===== config.mk =====
export PLATFORM = sky130hd
export DESIGN_NAME = msf_status
export DESIGN_NICKNAME = d
export VERILOG_FILES = /design/src/msf_pkg.sv /design/src/msf_bus_if.sv /design/src/msf_harm_gate.sv /design/src/msf_status.sv /design/src/msf_wb_port.sv
export VERILOG_INCLUDE_DIRS = /design/src
export SDC_FILE = /design/constraint.sdc
export NUM_CORES = 1
export LEC_CHECK = 0
export BUFFER_PORTS_ARGS = -buffer_cell sky130_fd_sc_hd__buf_2
export CORE_MARGIN = 2
export CORE_UTILIZATION = 50
export CTS_BUF_LIST = sky130_fd_sc_hd__clkbuf_8 sky130_fd_sc_hd__clkbuf_16
export DETAILED_ROUTE_END_ITERATION = 8
export PLACE_DENSITY_LB_ADDON = 0.15
export SLEW_MARGIN = 0
export SYNTH_ARGS = -nofsm -noshare
export SYNTH_HDL_FRONTEND = slang
export SYNTH_SLANG_ARGS = --single-unit

===== constraint.sdc =====
create_clock -name clk_i -period 4.3 [get_ports clk_i]
set_input_delay 0.86 -clock clk_i [delete_from_list [all_inputs] [get_ports clk_i]]
set_output_delay 0.86 -clock clk_i [all_outputs]
set_load 0.05 [all_outputs]

===== src/msf_regs.svh =====
`ifndef MSF_REGS_SVH
`define MSF_REGS_SVH

// Register indices; the byte address on the bus is four times the index
`define MSF_METERING_EVENT_STATUS_0_IDX     16'hE502
`define MSF_ACCUMULATION_MODE_REG_IDX     16'hF000
`define MSF_PULSE_OUTPUT_CONFIG_REG_IDX      16'hF001
`define MSF_HARMONIC_CONFIG_REG_IDX     16'hF002
`define MSF_POWER_SIGN_REG_IDX      16'hF003

// Flag positions in metering_event_status_0
`define MSF_ST_PHA_ACT      6
`define MSF_ST_PHB_ACT      7
`define MSF_ST_PHC_ACT      8
`define MSF_ST_SUM1         9
`define MSF_ST_PHA_REACT    10
`define MSF_ST_PHB_REACT    11
`define MSF_ST_PHC_REACT    12
`define MSF_ST_SUM2         13
`define MSF_ST_PULSE1       14
`define MSF_ST_PULSE2       15
`define MSF_ST_PULSE3       16
`define MSF_ST_COMPUTE      17
`define MSF_ST_SUM3         18
`define MSF_ST_HARM         19
`define MSF_ST_LO           6
`define MSF_ST_HI           19

// Field positions in the configuration registers
`define MSF_ACC_SRC_BIT     3'd6
`define MSF_CF_DIS_LSB      9
`define MSF_HC_START_BIT    0
`define MSF_HC_STIME_LSB    3
`define MSF_HC_RATE_LSB     5

// Reset values
`define MSF_ACCUMULATION_MODE_REG_RST     8'h00
`define MSF_PULSE_OUTPUT_CONFIG_REG_RST      16'h0000
`define MSF_HARMONIC_CONFIG_REG_RST     8'h00
`define MSF_FLAGS_RST       14'h0000
`define MSF_SIGN_RST        9'h000

// Settling times in milliseconds, and the clock rate
`define MSF_CLK_HZ          100000000
`define MSF_SETTLE0_MS      100
`define MSF_SETTLE1_MS      250
`define MSF_SETTLE2_MS      500
`define MSF_SETTLE3_MS      1000

`endif


===== src/msf_pkg.sv =====
package msf_pkg;

  typedef logic [31:0] msf_word_t;

  typedef enum logic [1:0] {
    MSF_HARM_IDLE,
    MSF_HARM_SETTLE,
    MSF_HARM_RUN
  } msf_harm_state_t;

endpackage : msf_pkg


===== src/msf_bus_if.sv =====
`timescale 1ns/10ps
interface msf_bus_if;
  logic                 wr;
  logic [15:0]          idx;
  logic [3:0]           be;
  msf_pkg::msf_word_t   wdata;
  msf_pkg::msf_word_t   rdata;

  modport port (output wr, output idx, output be, output wdata, input rdata);
  modport core (input wr, input idx, input be, input wdata, output rdata);
endinterface : msf_bus_if


===== src/msf_harm_gate.sv =====
`timescale 1ns/10ps
module msf_harm_gate #(
  parameter int unsigned SETTLE_CYC_0 = 1,
  parameter int unsigned SETTLE_CYC_1 = 1,
  parameter int unsigned SETTLE_CYC_2 = 1,
  parameter int unsigned SETTLE_CYC_3 = 1
) (
  // Clock and reset
  input  wire logic          clk_i,
  input  wire logic          rst_i,
  // Harmonic block events and setup
  input  wire logic          setup_i,
  input  wire logic          update_i,
  input  wire logic          start_now_i,
  input  wire logic [1:0]    stime_i,
  // Qualified update event
  output logic               flag_o
);

  msf_pkg::msf_harm_state_t state;
  msf_pkg::msf_harm_state_t next_state;
  logic [31:0]              cnt;
  logic [31:0]              next_cnt;

  function automatic logic [31:0] settle_cycles(input logic [1:0] sel);
    unique case (sel)
      2'd0: settle_cycles = 32'(SETTLE_CYC_0);
      2'd1: settle_cycles = 32'(SETTLE_CYC_1);
      2'd2: settle_cycles = 32'(SETTLE_CYC_2);
      2'd3: settle_cycles = 32'(SETTLE_CYC_3);
    endcase
  endfunction : settle_cycles

  // No update is flagged before the first setup of the harmonic block
  assign flag_o = update_i && (state == msf_pkg::MSF_HARM_RUN);

  always_comb begin
    next_state = state;
    next_cnt   = cnt;
    if (setup_i) begin
      // A new setup restarts the settling wait, or goes straight to run when start_now_i is set
      if (start_now_i) begin
        next_state = msf_pkg::MSF_HARM_RUN;
      end else begin
        next_state = msf_pkg::MSF_HARM_SETTLE;
        next_cnt   = settle_cycles(stime_i);
      end
    end else begin
      unique case (state)
        msf_pkg::MSF_HARM_IDLE: begin
        end
        msf_pkg::MSF_HARM_SETTLE: begin
          if (cnt <= 32'h0000_0001) begin
            next_state = msf_pkg::MSF_HARM_RUN;
          end
          next_cnt = cnt - 32'h0000_0001;
        end
        msf_pkg::MSF_HARM_RUN: begin
        end
        default: next_state = msf_pkg::MSF_HARM_IDLE;
      endcase
    end
  end

  always_ff @(posedge clk_i) begin
    if (rst_i) begin
      state <= msf_pkg::MSF_HARM_IDLE;
      cnt   <= 32'h0000_0000;
    end else begin
      state <= next_state;
      cnt   <= next_cnt;
    end
  end

endmodule : msf_harm_gate


===== src/msf_status.sv =====
// The implementer's own choices: the address map and the Wishbone register port.
`timescale 1ns/10ps
`include "msf_regs.svh"

//
// Overview of operation
// - Flag bit 6 when selected phase A active power sign flips; sign in bit 0.
// - Flag bit 7 when selected phase B active power sign flips; sign in bit 1.
// - Flag bit 8 when selected phase C active power sign flips; sign in bit 2.
// - Flag bit 9 when first pulse path power sum flips sign; sign in bit 3.
// - Flag bit 10 when phase A fundamental reactive power flips; sign in bit 4.
// - Flag bit 11 when phase B fundamental reactive power flips; sign in bit 5.
// - Flag bit 12 when phase C fundamental reactive power flips; sign in bit 6.
// - Flag bit 13 when second pulse path power sum flips sign; sign in bit 7.
// - Flag bit 14 on each falling edge of first pulse output, even disabled.
// - Flag bit 15 on each falling edge of second pulse output, even disabled.
// - Flag bit 16 on each falling edge of third pulse output, even disabled.
// - Flag bit 17 whenever the 8 kHz periodic computation set completes.
// - Flag bit 18 when third pulse path power sum flips sign; sign in bit 8.
// - Flag bit 19 each time harmonic output registers are updated.
// - With start mode 0, harmonic flag waits the selected settling time after setup.
// - With start mode 1, harmonic flag starts immediately after harmonic setup.
// - Reserved upper bits of the status register always read zero.
// - These flags live in the first status register at index 0xE502.
module msf_status #(
  parameter int unsigned SETTLE_CYC_0 = `MSF_SETTLE0_MS * (`MSF_CLK_HZ / 1000),
  parameter int unsigned SETTLE_CYC_1 = `MSF_SETTLE1_MS * (`MSF_CLK_HZ / 1000),
  parameter int unsigned SETTLE_CYC_2 = `MSF_SETTLE2_MS * (`MSF_CLK_HZ / 1000),
  parameter int unsigned SETTLE_CYC_3 = `MSF_SETTLE3_MS * (`MSF_CLK_HZ / 1000)
) (
  // Clock and reset
  input  wire logic          clk_i,
  input  wire logic          rst_i,
  // Wishbone classic slave
  input  wire logic          wb_cyc_i,
  input  wire logic          wb_stb_i,
  input  wire logic          wb_we_i,
  input  wire logic [17:0]   wb_adr_i,
  input  wire logic [3:0]    wb_sel_i,
  input  wire logic [31:0]   wb_dat_i,
  output logic      [31:0]   wb_dat_o,
  output logic               wb_ack_o,
  // Signs from the metering datapath, 1 = negative
  input  wire logic [2:0]    total_active_sign_i,
  input  wire logic [2:0]    fund_active_sign_i,
  input  wire logic [2:0]    fund_reactive_sign_i,
  input  wire logic [2:0]    pulse_sum_sign_i,
  input  wire logic          periodic_compute_done_i,
  // Raw energy pulses before the disable gate, active low
  input  wire logic          energy_pulse_out_first_i,
  input  wire logic          energy_pulse_out_second_i,
  input  wire logic          energy_pulse_out_third_i,
  // Harmonic block events
  input  wire logic          harmonic_setup_i,
  input  wire logic          harmonic_update_i,
  // Lower flags of the status register, kept elsewhere
  input  wire logic [5:0]    status_low_i,
  // Energy pulse pins after the disable gate
  output logic               energy_pulse_out_first_o,
  output logic               energy_pulse_out_second_o,
  output logic               energy_pulse_out_third_o,
  // Configuration towards the datapath
  output logic [2:0]         pulse_out_first_source_o,
  output logic [2:0]         pulse_out_second_source_o,
  output logic [2:0]         pulse_out_third_source_o,
  output logic [2:0]         harmonic_update_rate_o,
  output logic               active_sign_source_select_o
);

  msf_bus_if bus ();

  // Software-visible state
  logic [7:0]  accumulation_mode_reg;
  logic [15:0] pulse_output_config_reg;
  logic [7:0]  harmonic_config_reg;
  logic [8:0]  power_sign_reg;
  logic [13:0] flags;

  logic [7:0]  next_accumulation_mode_reg;
  logic [15:0] next_pulse_output_config_reg;
  logic [7:0]  next_harmonic_config_reg;
  logic [8:0]  next_power_sign_reg;
  logic [13:0] next_flags;

  // Event tracking
  logic [2:0]  pulse_prev;
  logic [2:0]  next_pulse_prev;
  logic [2:0]  pin_out;
  logic [2:0]  next_pin_out;
  logic        sign_seen;
  logic        next_sign_seen;

  logic [8:0]  sign_now;
  logic [8:0]  sign_flip;
  logic [2:0]  pulse_fall;
  logic        harm_event;
  logic        active_sign_source_select;
  logic [13:0] set_mask;
  logic [13:0] clr_mask;
  logic [31:0] wmask;

  function automatic logic [31:0] byte_mask(input logic [3:0] be);
    byte_mask = {{8{be[3]}}, {8{be[2]}}, {8{be[1]}}, {8{be[0]}}};
  endfunction : byte_mask

  function automatic logic hit(input logic [15:0] idx, input logic [15:0] reg_idx);
    hit = (idx == reg_idx);
  endfunction : hit

  msf_wb_port u_wb_port (
    .clk_i    (clk_i),
    .rst_i    (rst_i),
    .wb_cyc_i (wb_cyc_i),
    .wb_stb_i (wb_stb_i),
    .wb_we_i  (wb_we_i),
    .wb_adr_i (wb_adr_i),
    .wb_sel_i (wb_sel_i),
    .wb_dat_i (wb_dat_i),
    .wb_dat_o (wb_dat_o),
    .wb_ack_o (wb_ack_o),
    .bus      (bus.port)
  );

  msf_harm_gate #(
    .SETTLE_CYC_0 (SETTLE_CYC_0),
    .SETTLE_CYC_1 (SETTLE_CYC_1),
    .SETTLE_CYC_2 (SETTLE_CYC_2),
    .SETTLE_CYC_3 (SETTLE_CYC_3)
  ) u_harm_gate (
    .clk_i       (clk_i),
    .rst_i       (rst_i),
    .setup_i     (harmonic_setup_i),
    .update_i    (harmonic_update_i),
    .start_now_i (harmonic_config_reg[`MSF_HC_START_BIT]),
    .stime_i     (harmonic_config_reg[`MSF_HC_STIME_LSB +: 2]),
    .flag_o      (harm_event)
  );

  assign active_sign_source_select = accumulation_mode_reg[`MSF_ACC_SRC_BIT];
  assign wmask                     = byte_mask(bus.be);

  // Configuration registers
  always_comb begin
    next_accumulation_mode_reg   = accumulation_mode_reg;
    next_pulse_output_config_reg = pulse_output_config_reg;
    next_harmonic_config_reg     = harmonic_config_reg;
    if (bus.wr && hit(bus.idx, `MSF_ACCUMULATION_MODE_REG_IDX) && bus.be[0]) begin
      next_accumulation_mode_reg = bus.wdata[7:0];
    end
    if (bus.wr && hit(bus.idx, `MSF_PULSE_OUTPUT_CONFIG_REG_IDX)) begin
      next_pulse_output_config_reg = (pulse_output_config_reg & ~wmask[15:0])
                                     | (bus.wdata[15:0] & wmask[15:0]);
    end
    if (bus.wr && hit(bus.idx, `MSF_HARMONIC_CONFIG_REG_IDX) && bus.be[0]) begin
      next_harmonic_config_reg = bus.wdata[7:0];
    end
  end

  always_ff @(posedge clk_i) begin
    if (rst_i) begin
      accumulation_mode_reg   <= `MSF_ACCUMULATION_MODE_REG_RST;
      pulse_output_config_reg <= `MSF_PULSE_OUTPUT_CONFIG_REG_RST;
      harmonic_config_reg     <= `MSF_HARMONIC_CONFIG_REG_RST;
    end else begin
      accumulation_mode_reg   <= next_accumulation_mode_reg;
      pulse_output_config_reg <= next_pulse_output_config_reg;
      harmonic_config_reg     <= next_harmonic_config_reg;
    end
  end

  // Current signs in sign register order
  always_comb begin
    sign_now[0] = active_sign_source_select ? fund_active_sign_i[0] : total_active_sign_i[0];
    sign_now[1] = active_sign_source_select ? fund_active_sign_i[1] : total_active_sign_i[1];
    sign_now[2] = active_sign_source_select ? fund_active_sign_i[2] : total_active_sign_i[2];
    sign_now[3] = pulse_sum_sign_i[0];
    sign_now[4] = fund_reactive_sign_i[0];
    sign_now[5] = fund_reactive_sign_i[1];
    sign_now[6] = fund_reactive_sign_i[2];
    sign_now[7] = pulse_sum_sign_i[1];
    sign_now[8] = pulse_sum_sign_i[2];
  end

  // Signs are sampled once per computation cycle; the first sample only
  // primes the register so that a reset value of positive raises no flag
  always_comb begin
    next_power_sign_reg = power_sign_reg;
    next_sign_seen      = sign_seen;
    sign_flip           = 9'h000;
    if (periodic_compute_done_i) begin
      next_power_sign_reg = sign_now;
      next_sign_seen      = 1'b1;
      if (sign_seen) begin
        sign_flip = sign_now ^ power_sign_reg;
      end
    end
  end

  always_ff @(posedge clk_i) begin
    if (rst_i) begin
      power_sign_reg <= `MSF_SIGN_RST;
      sign_seen      <= 1'b0;
    end else begin
      power_sign_reg <= next_power_sign_reg;
      sign_seen      <= next_sign_seen;
    end
  end

  // Pulse edges are taken before the disable gate so disabled pins still flag
  always_comb begin
    next_pulse_prev = {energy_pulse_out_third_i, energy_pulse_out_second_i, energy_pulse_out_first_i};
    pulse_fall      = pulse_prev & ~next_pulse_prev;
    next_pin_out[0] = energy_pulse_out_first_i
                      | pulse_output_config_reg[`MSF_CF_DIS_LSB];
    next_pin_out[1] = energy_pulse_out_second_i
                      | pulse_output_config_reg[`MSF_CF_DIS_LSB + 1];
    next_pin_out[2] = energy_pulse_out_third_i
                      | pulse_output_config_reg[`MSF_CF_DIS_LSB + 2];
  end

  always_ff @(posedge clk_i) begin
    if (rst_i) begin
      pulse_prev <= 3'h7;
      pin_out    <= 3'h7;
    end else begin
      pulse_prev <= next_pulse_prev;
      pin_out    <= next_pin_out;
    end
  end

  // Sticky flags: write one to clear, a new event in the same cycle wins
  always_comb begin
    set_mask = 14'h0000;
    set_mask[`MSF_ST_PHA_ACT   - `MSF_ST_LO] = sign_flip[0];
    set_mask[`MSF_ST_PHB_ACT   - `MSF_ST_LO] = sign_flip[1];
    set_mask[`MSF_ST_PHC_ACT   - `MSF_ST_LO] = sign_flip[2];
    set_mask[`MSF_ST_SUM1      - `MSF_ST_LO] = sign_flip[3];
    set_mask[`MSF_ST_PHA_REACT - `MSF_ST_LO] = sign_flip[4];
    set_mask[`MSF_ST_PHB_REACT - `MSF_ST_LO] = sign_flip[5];
    set_mask[`MSF_ST_PHC_REACT - `MSF_ST_LO] = sign_flip[6];
    set_mask[`MSF_ST_SUM2      - `MSF_ST_LO] = sign_flip[7];
    set_mask[`MSF_ST_PULSE1    - `MSF_ST_LO] = pulse_fall[0];
    set_mask[`MSF_ST_PULSE2    - `MSF_ST_LO] = pulse_fall[1];
    set_mask[`MSF_ST_PULSE3    - `MSF_ST_LO] = pulse_fall[2];
    set_mask[`MSF_ST_COMPUTE   - `MSF_ST_LO] = periodic_compute_done_i;
    set_mask[`MSF_ST_SUM3      - `MSF_ST_LO] = sign_flip[8];
    set_mask[`MSF_ST_HARM      - `MSF_ST_LO] = harm_event;
    clr_mask = 14'h0000;
    if (bus.wr && hit(bus.idx, `MSF_METERING_EVENT_STATUS_0_IDX)) begin
      clr_mask = bus.wdata[`MSF_ST_HI:`MSF_ST_LO] & wmask[`MSF_ST_HI:`MSF_ST_LO];
    end
    next_flags = (flags & ~clr_mask) | set_mask;
  end

  always_ff @(posedge clk_i) begin
    if (rst_i) begin
      flags <= `MSF_FLAGS_RST;
    end else begin
      flags <= next_flags;
    end
  end

  // Read multiplexer; unmapped indices read as zero
  always_comb begin
    bus.rdata = 32'h0000_0000;
    unique case (bus.idx)
      `MSF_METERING_EVENT_STATUS_0_IDX: begin
        bus.rdata[5:0]                     = status_low_i;
        bus.rdata[`MSF_ST_HI:`MSF_ST_LO]   = flags;
      end
      `MSF_ACCUMULATION_MODE_REG_IDX: bus.rdata[7:0]     = accumulation_mode_reg;
      `MSF_PULSE_OUTPUT_CONFIG_REG_IDX:  bus.rdata[15:0]    = pulse_output_config_reg;
      `MSF_HARMONIC_CONFIG_REG_IDX: bus.rdata[7:0]     = harmonic_config_reg;
      `MSF_POWER_SIGN_REG_IDX:  bus.rdata[8:0]     = power_sign_reg;
      default:          bus.rdata          = 32'h0000_0000;
    endcase
  end

  // Outputs straight from registers
  assign energy_pulse_out_first_o    = pin_out[0];
  assign energy_pulse_out_second_o   = pin_out[1];
  assign energy_pulse_out_third_o    = pin_out[2];
  assign pulse_out_first_source_o    = pulse_output_config_reg[2:0];
  assign pulse_out_second_source_o   = pulse_output_config_reg[5:3];
  assign pulse_out_third_source_o    = pulse_output_config_reg[8:6];
  assign harmonic_update_rate_o      = harmonic_config_reg[`MSF_HC_RATE_LSB +: 3];
  assign active_sign_source_select_o = accumulation_mode_reg[`MSF_ACC_SRC_BIT];

endmodule : msf_status


===== src/msf_wb_port.sv =====
`timescale 1ns/10ps
module msf_wb_port (
  // Clock and reset
  input  wire logic          clk_i,
  input  wire logic          rst_i,
  // Wishbone classic slave
  input  wire logic          wb_cyc_i,
  input  wire logic          wb_stb_i,
  input  wire logic          wb_we_i,
  input  wire logic [17:0]   wb_adr_i,
  input  wire logic [3:0]    wb_sel_i,
  input  wire logic [31:0]   wb_dat_i,
  output logic      [31:0]   wb_dat_o,
  output logic               wb_ack_o,
  // Register side
  msf_bus_if.port            bus
);

  logic        req;
  logic        next_ack;
  logic [31:0] next_dat;

  // One access per request; ack drops in the cycle after it was given
  assign req       = wb_cyc_i && wb_stb_i && !wb_ack_o;
  assign bus.wr    = req && wb_we_i;
  assign bus.idx   = wb_adr_i[17:2];
  assign bus.be    = wb_sel_i;
  assign bus.wdata = wb_dat_i;

  always_comb begin
    next_ack = req;
    next_dat = wb_dat_o;
    if (req && !wb_we_i) begin
      next_dat = bus.rdata;
    end
  end

  always_ff @(posedge clk_i) begin
    if (rst_i) begin
      wb_ack_o <= 1'b0;
      wb_dat_o <= 32'h0000_0000;
    end else begin
      wb_ack_o <= next_ack;
      wb_dat_o <= next_dat;
    end
  end

endmodule : msf_wb_port

After elaboration in Yosys (flattened, before gate mapping)
Cells that the tools add are included.
{"block": "classes", "addsub": 1, "n_mul": 0, "div_mod_pow": 0, "n_lt_le_gt_ge": 1, "eq_ne": 13, "shifts": 0, "mux": 18, "bitwise": 14, "n_reduce_logical": 19}
{"op": "$pmux 32 s4", "n": 1}
{"op": "$mux 32", "n": 3}
{"op": "$eq 16x16->1 const B", "n": 5}
{"op": "$pmux 8 s5", "n": 1}
{"op": "$and 16x16->16", "n": 2}
{"op": "$le 32x1->1 const B", "n": 1}
{"op": "$sub 32x1->32 const B", "n": 1}
{"op": "$and 14x14->14", "n": 2}
{"op": "$mux 9", "n": 2}
{"op": "$not 16->16", "n": 1}
{"op": "$or 16x16->16", "n": 1}
{"op": "$mux 14", "n": 1}
{"op": "$not 14->14", "n": 1}
{"op": "$or 14x14->14", "n": 1}
{"op": "$pmux 7 s2", "n": 1}
{"op": "$logic_and 1x1->1", "n": 11}
{"op": "$xor 9x9->9", "n": 1}
{"op": "$eq 2x2->1 const B", "n": 3}
{"op": "$mux 2", "n": 3}
{"op": "$eq 2x1->1 const B", "n": 2}
{"op": "$logic_not 2->1", "n": 2}
{"op": "$mux 4", "n": 1}
{"op": "$pmux 2 s2", "n": 1}
{"op": "$reduce_and 2->1", "n": 2}
{"op": "other kinds (11)", "n": 16}
{"block": "totals", "regBits": 117, "latch_bits": 0, "ramBits": 0, "mem_bits_ro": 0, "out_inout_bits": 49, "elab_cells": 78, "memories": 0}

Logic depth before layout (Yosys ltp)
{"block": "logic_depth", "word_depth": 8, "mapped_depth": 8, "ltp_nobuf": 7}

Hierarchy
A second synthesis with hierarchy kept.
{"block": "hier_totals", "cells_unflattened": 828, "area_unflattened_um2": 7275.7}
{"mod": "msf_status", "instances": 1, "cells_per_inst": 350, "area_each_um2": 3160.5, "seq_area_each_um2": 1241.2}
{"mod": "msf_harm_gate", "instances": 1, "cells_per_inst": 282, "area_each_um2": 2204.6, "seq_area_each_um2": 680.7}
{"mod": "msf_wb_port", "instances": 1, "cells_per_inst": 196, "area_each_um2": 1910.6, "seq_area_each_um2": 660.6}

Worst setup path after synthesis
No wires, ideal clock.
{"block": "synth_path", "kind": "input to register", "start": "input port wb_adr_i[5]", "end": "register (tool-made name)", "setup_ns": 0.128, "t_arrival_ns": 2.503, "setup_slack_ns": 1.669, "stages": 5, "n_path_buf": 0, "cell_sequence": "nor4_1 -> nand4_1 -> nor3_2 -> mux2i_1 -> nor2_1"}
{"item": "start: declaration", "line": "msf_status.sv:38", "rtl": "input wire logic [17:0] wb_adr_i,"}

Worst setup path after layout
{"block": "layout_path", "start": "input port wb_adr_i[5]", "end": "register accumulation_mode_reg[0]"}
{"block": "layout_via", "elab_chain_len": 3}
{"item": "$eq 16x16->1", "line": "msf_status.sv:107", "rtl": "hit = (idx == reg_idx);"}
{"item": "$logic_and 1x1->1 (2 in series)", "line": "msf_status.sv:147", "rtl": "if (bus.wr && hit(bus.idx, `MSF_ACCUMULATION_MODE_REG_IDX) && bus.be[0]) begin"}
{"item": "end signal: assignment", "line": "msf_status.sv:161", "rtl": "accumulation_mode_reg <= `MSF_ACCUMULATION_MODE_REG_RST;"}
{"item": "end signal: assignment", "line": "msf_status.sv:165", "rtl": "accumulation_mode_reg <= next_accumulation_mode_reg;"}
{"item": "end: declaration", "line": "msf_status.sv:73", "rtl": "logic [7:0] accumulation_mode_reg;"}
Every way passes these cells.
A chain may end at the register's enable or synchronous reset.

==> metrics <==
Yosys warnings 0; peak supply drop 0.0003488 V; routability cong. a little under 0.9; Static Leakage 2.737 nW; vias in the first global route 5077; std cell rows 38; top_reg_cell synth dfxtp_1; n_diodes 0; synth top area cells dfxtp_1 42%, mux2i_1 7.9%, nor2_1 5.8%; Final Hold Fails 0; # fillers roughly 930; Detail Route Antenna Nets 0; clock latency on the worst-skew pair approximately 0.53 ns; cells after synthesis between 600 and 700; vias post-DR roughly 5200; clk slew on worst S/H paths around 0.060 ns; DR top layer met4; post-CTS setup buffers 0; largest net degree at the start of global routing 85; TritonCTS Buffers 17; syn_area_per_cell ~8.5 um2; met3 wire length between 1000 and 1500 um; Detail Placement HPWL roughly 11000 um; Overflow after GRT 0; Critical Path RT approximately 4.7 ns; Max Clock Skew 0.007394 ns; worst-path maximum fanout 8; Synth async-reset ratio 0%; Post-CTS Resized 0; Final nets 821; maximum capacitance violations 0; Pre-Repair DR Iteration Count 6; Post-synth EDFFs 0; routed wire length 15830 um; CTS tree built; H-tree Lvls 4; synthesized cell area roughly 0.0056 mm2; Worst-Margin Slew around 0.96 ns; Seq/Total Area, Yosys a little over two fifths; count of different cell masters after synthesis between 50 and 60; core area ~0.011 mm2; Die Area around 0.012 mm2; CP endpoint kind flip-flop; Setup-failing EPs final 0; first-pass GRT wire length between 20000 and 30000 um; number of vias per cell ~6; Tot Pwr 2.988 mW; layout cells sized above 1 a little over a fifth; clock sink count about 120; count leader, synth dfxtp_1; initial antenna violation count 0; wire length per cell approximately 18 um; status finished clean; register area about 0.0023 mm2; x dimension of the die 109.7 um; multi-input combinational cell area 0.002887 mm2; PortBufs approximately 100; Synth top area share 41.96%; FMAX approximately 360 MHz; final core utilization around three fifths; Sum Neg Setup Slack 0 ns; met2 WL 7995 um; DRC 0; top post-synthesis cells by count 117 x dfxtp_1, 86 x nor2_1, 46 x a21oi_1; GRT Total Usage between 20% and 30%; io pins 132; Worst slew margin 36.08%; post-synthesis register bit count 117; CP Launch Type input port; Power Density about 450 mW/mm2; area grow syn2layout 19.35%; Final period util around 64%; RSZ-0062 raised after global routing no; worst hold path type reg2reg; Post-CTS Hold Fix Bufs 0; dominant cell type by area after synthesis dfxtp_1; Die Height 109.7 um; Tmin final 2.773 ns; Arr. time, crit path 3.15 ns; initial core utilization between 50% and 60%; Worst Setup Path Type in2reg; Slew Viols, Final 0; clk buf depth 2; DRT iter0 DRCs 380; Metal-1 WL 6562 um; clk root buf clkbuf_8
cells in the final DEF (no fill, tap or decap), types with 15 or more instances in the layout:
cell / count
nand2_1: 40
mux2i_1: 44
inv_1: 21
o21ai_0: 41
clkbuf_16: 16
nor4_1: 17
a21oi_1: 46
nor3_1: 15
dfxtp_1: 117
nor2_1: 86
a221oi_1: 17
buf_2: 104
layer usage:
layer / global-route usage, % / vias to the layer above
met5: 0 / -
met4: 9.675 / 0
met3: 7.350 / 22
met2: 46.69 / 212
met1: 33.17 / 2508
li1: - / 2504
logic make-up after synthesis:
kind of cell / count (synthesis) / share of synthesized area [%]
flops: 117 / 41.96
mux: 44 / 7.891
fa+ha+maj: 2 / 0.4483
xor+xnor: 16 / 2.511
other cells: 1 / 0.06718
simple gates: 240 / 22.30
buf+inv: 79 / 7.061
compound gates: 154 / 17.75
metrics by stage:
step | hold WS, ns | instances | cell area, um2 | setup WS (ns)
2_1_floorplan | 0.4308 | 664 | 5623 | 1.669
3_3_place_gp | 0.4409 | 857 | 6060 | 1.124
3_5_place_dp | 0.4448 | 857 | 6060 | 0.9733
4_1_cts | 0.4615 | 889 | 6661 | 1.509
5_1_grt | 0.4799 | 889 | 6661 | 1.289
6_report | 0.4590 | 889 | 6661 | 1.527
power breakdown:
group | switching [mW] | internal (mW)
clock | 0.538 | 0.903
sequential | 0.0403 | 1.13
combinational | 0.250 | 0.127
critical path: stages:
cell,delay (ns)
buf_2,0.10
nor4_1,0.57
nand4_1,0.46
nor4_4,0.83
mux2i_1,0.27
nor2_1,0.05
final timing paths:
| kind | slack, ns | from | to | cells after the start |
|---|---|---|---|---|
| worst max register to register | 1.78 | u_harm_gate.cnt[10] | u_harm_gate.cnt[22] | 5 |
| worst min register to register | 0.46 | u_wb_port.wb_dat_o[18] | u_wb_port.wb_dat_o[18] | 2 |
| worst max-delay path | 1.53 | wb_adr_i[5] | accumulation_mode_reg[0] | 6 |
| worst min-delay path | 0.46 | u_wb_port.wb_dat_o[18] | u_wb_port.wb_dat_o[18] | 2 |
final cells by class:
type | count | share of cell area (%)
multi-input combinational | 468 | 43.33
sequential | 117 | 35.16
timing repair buffer | 112 | 8.715
clock buffer | 18 | 6.424
tap | 140 | 2.630
clock inverter | 14 | 2.611
inverter | 20 | 1.127
(Power assumes the default switching activity.)
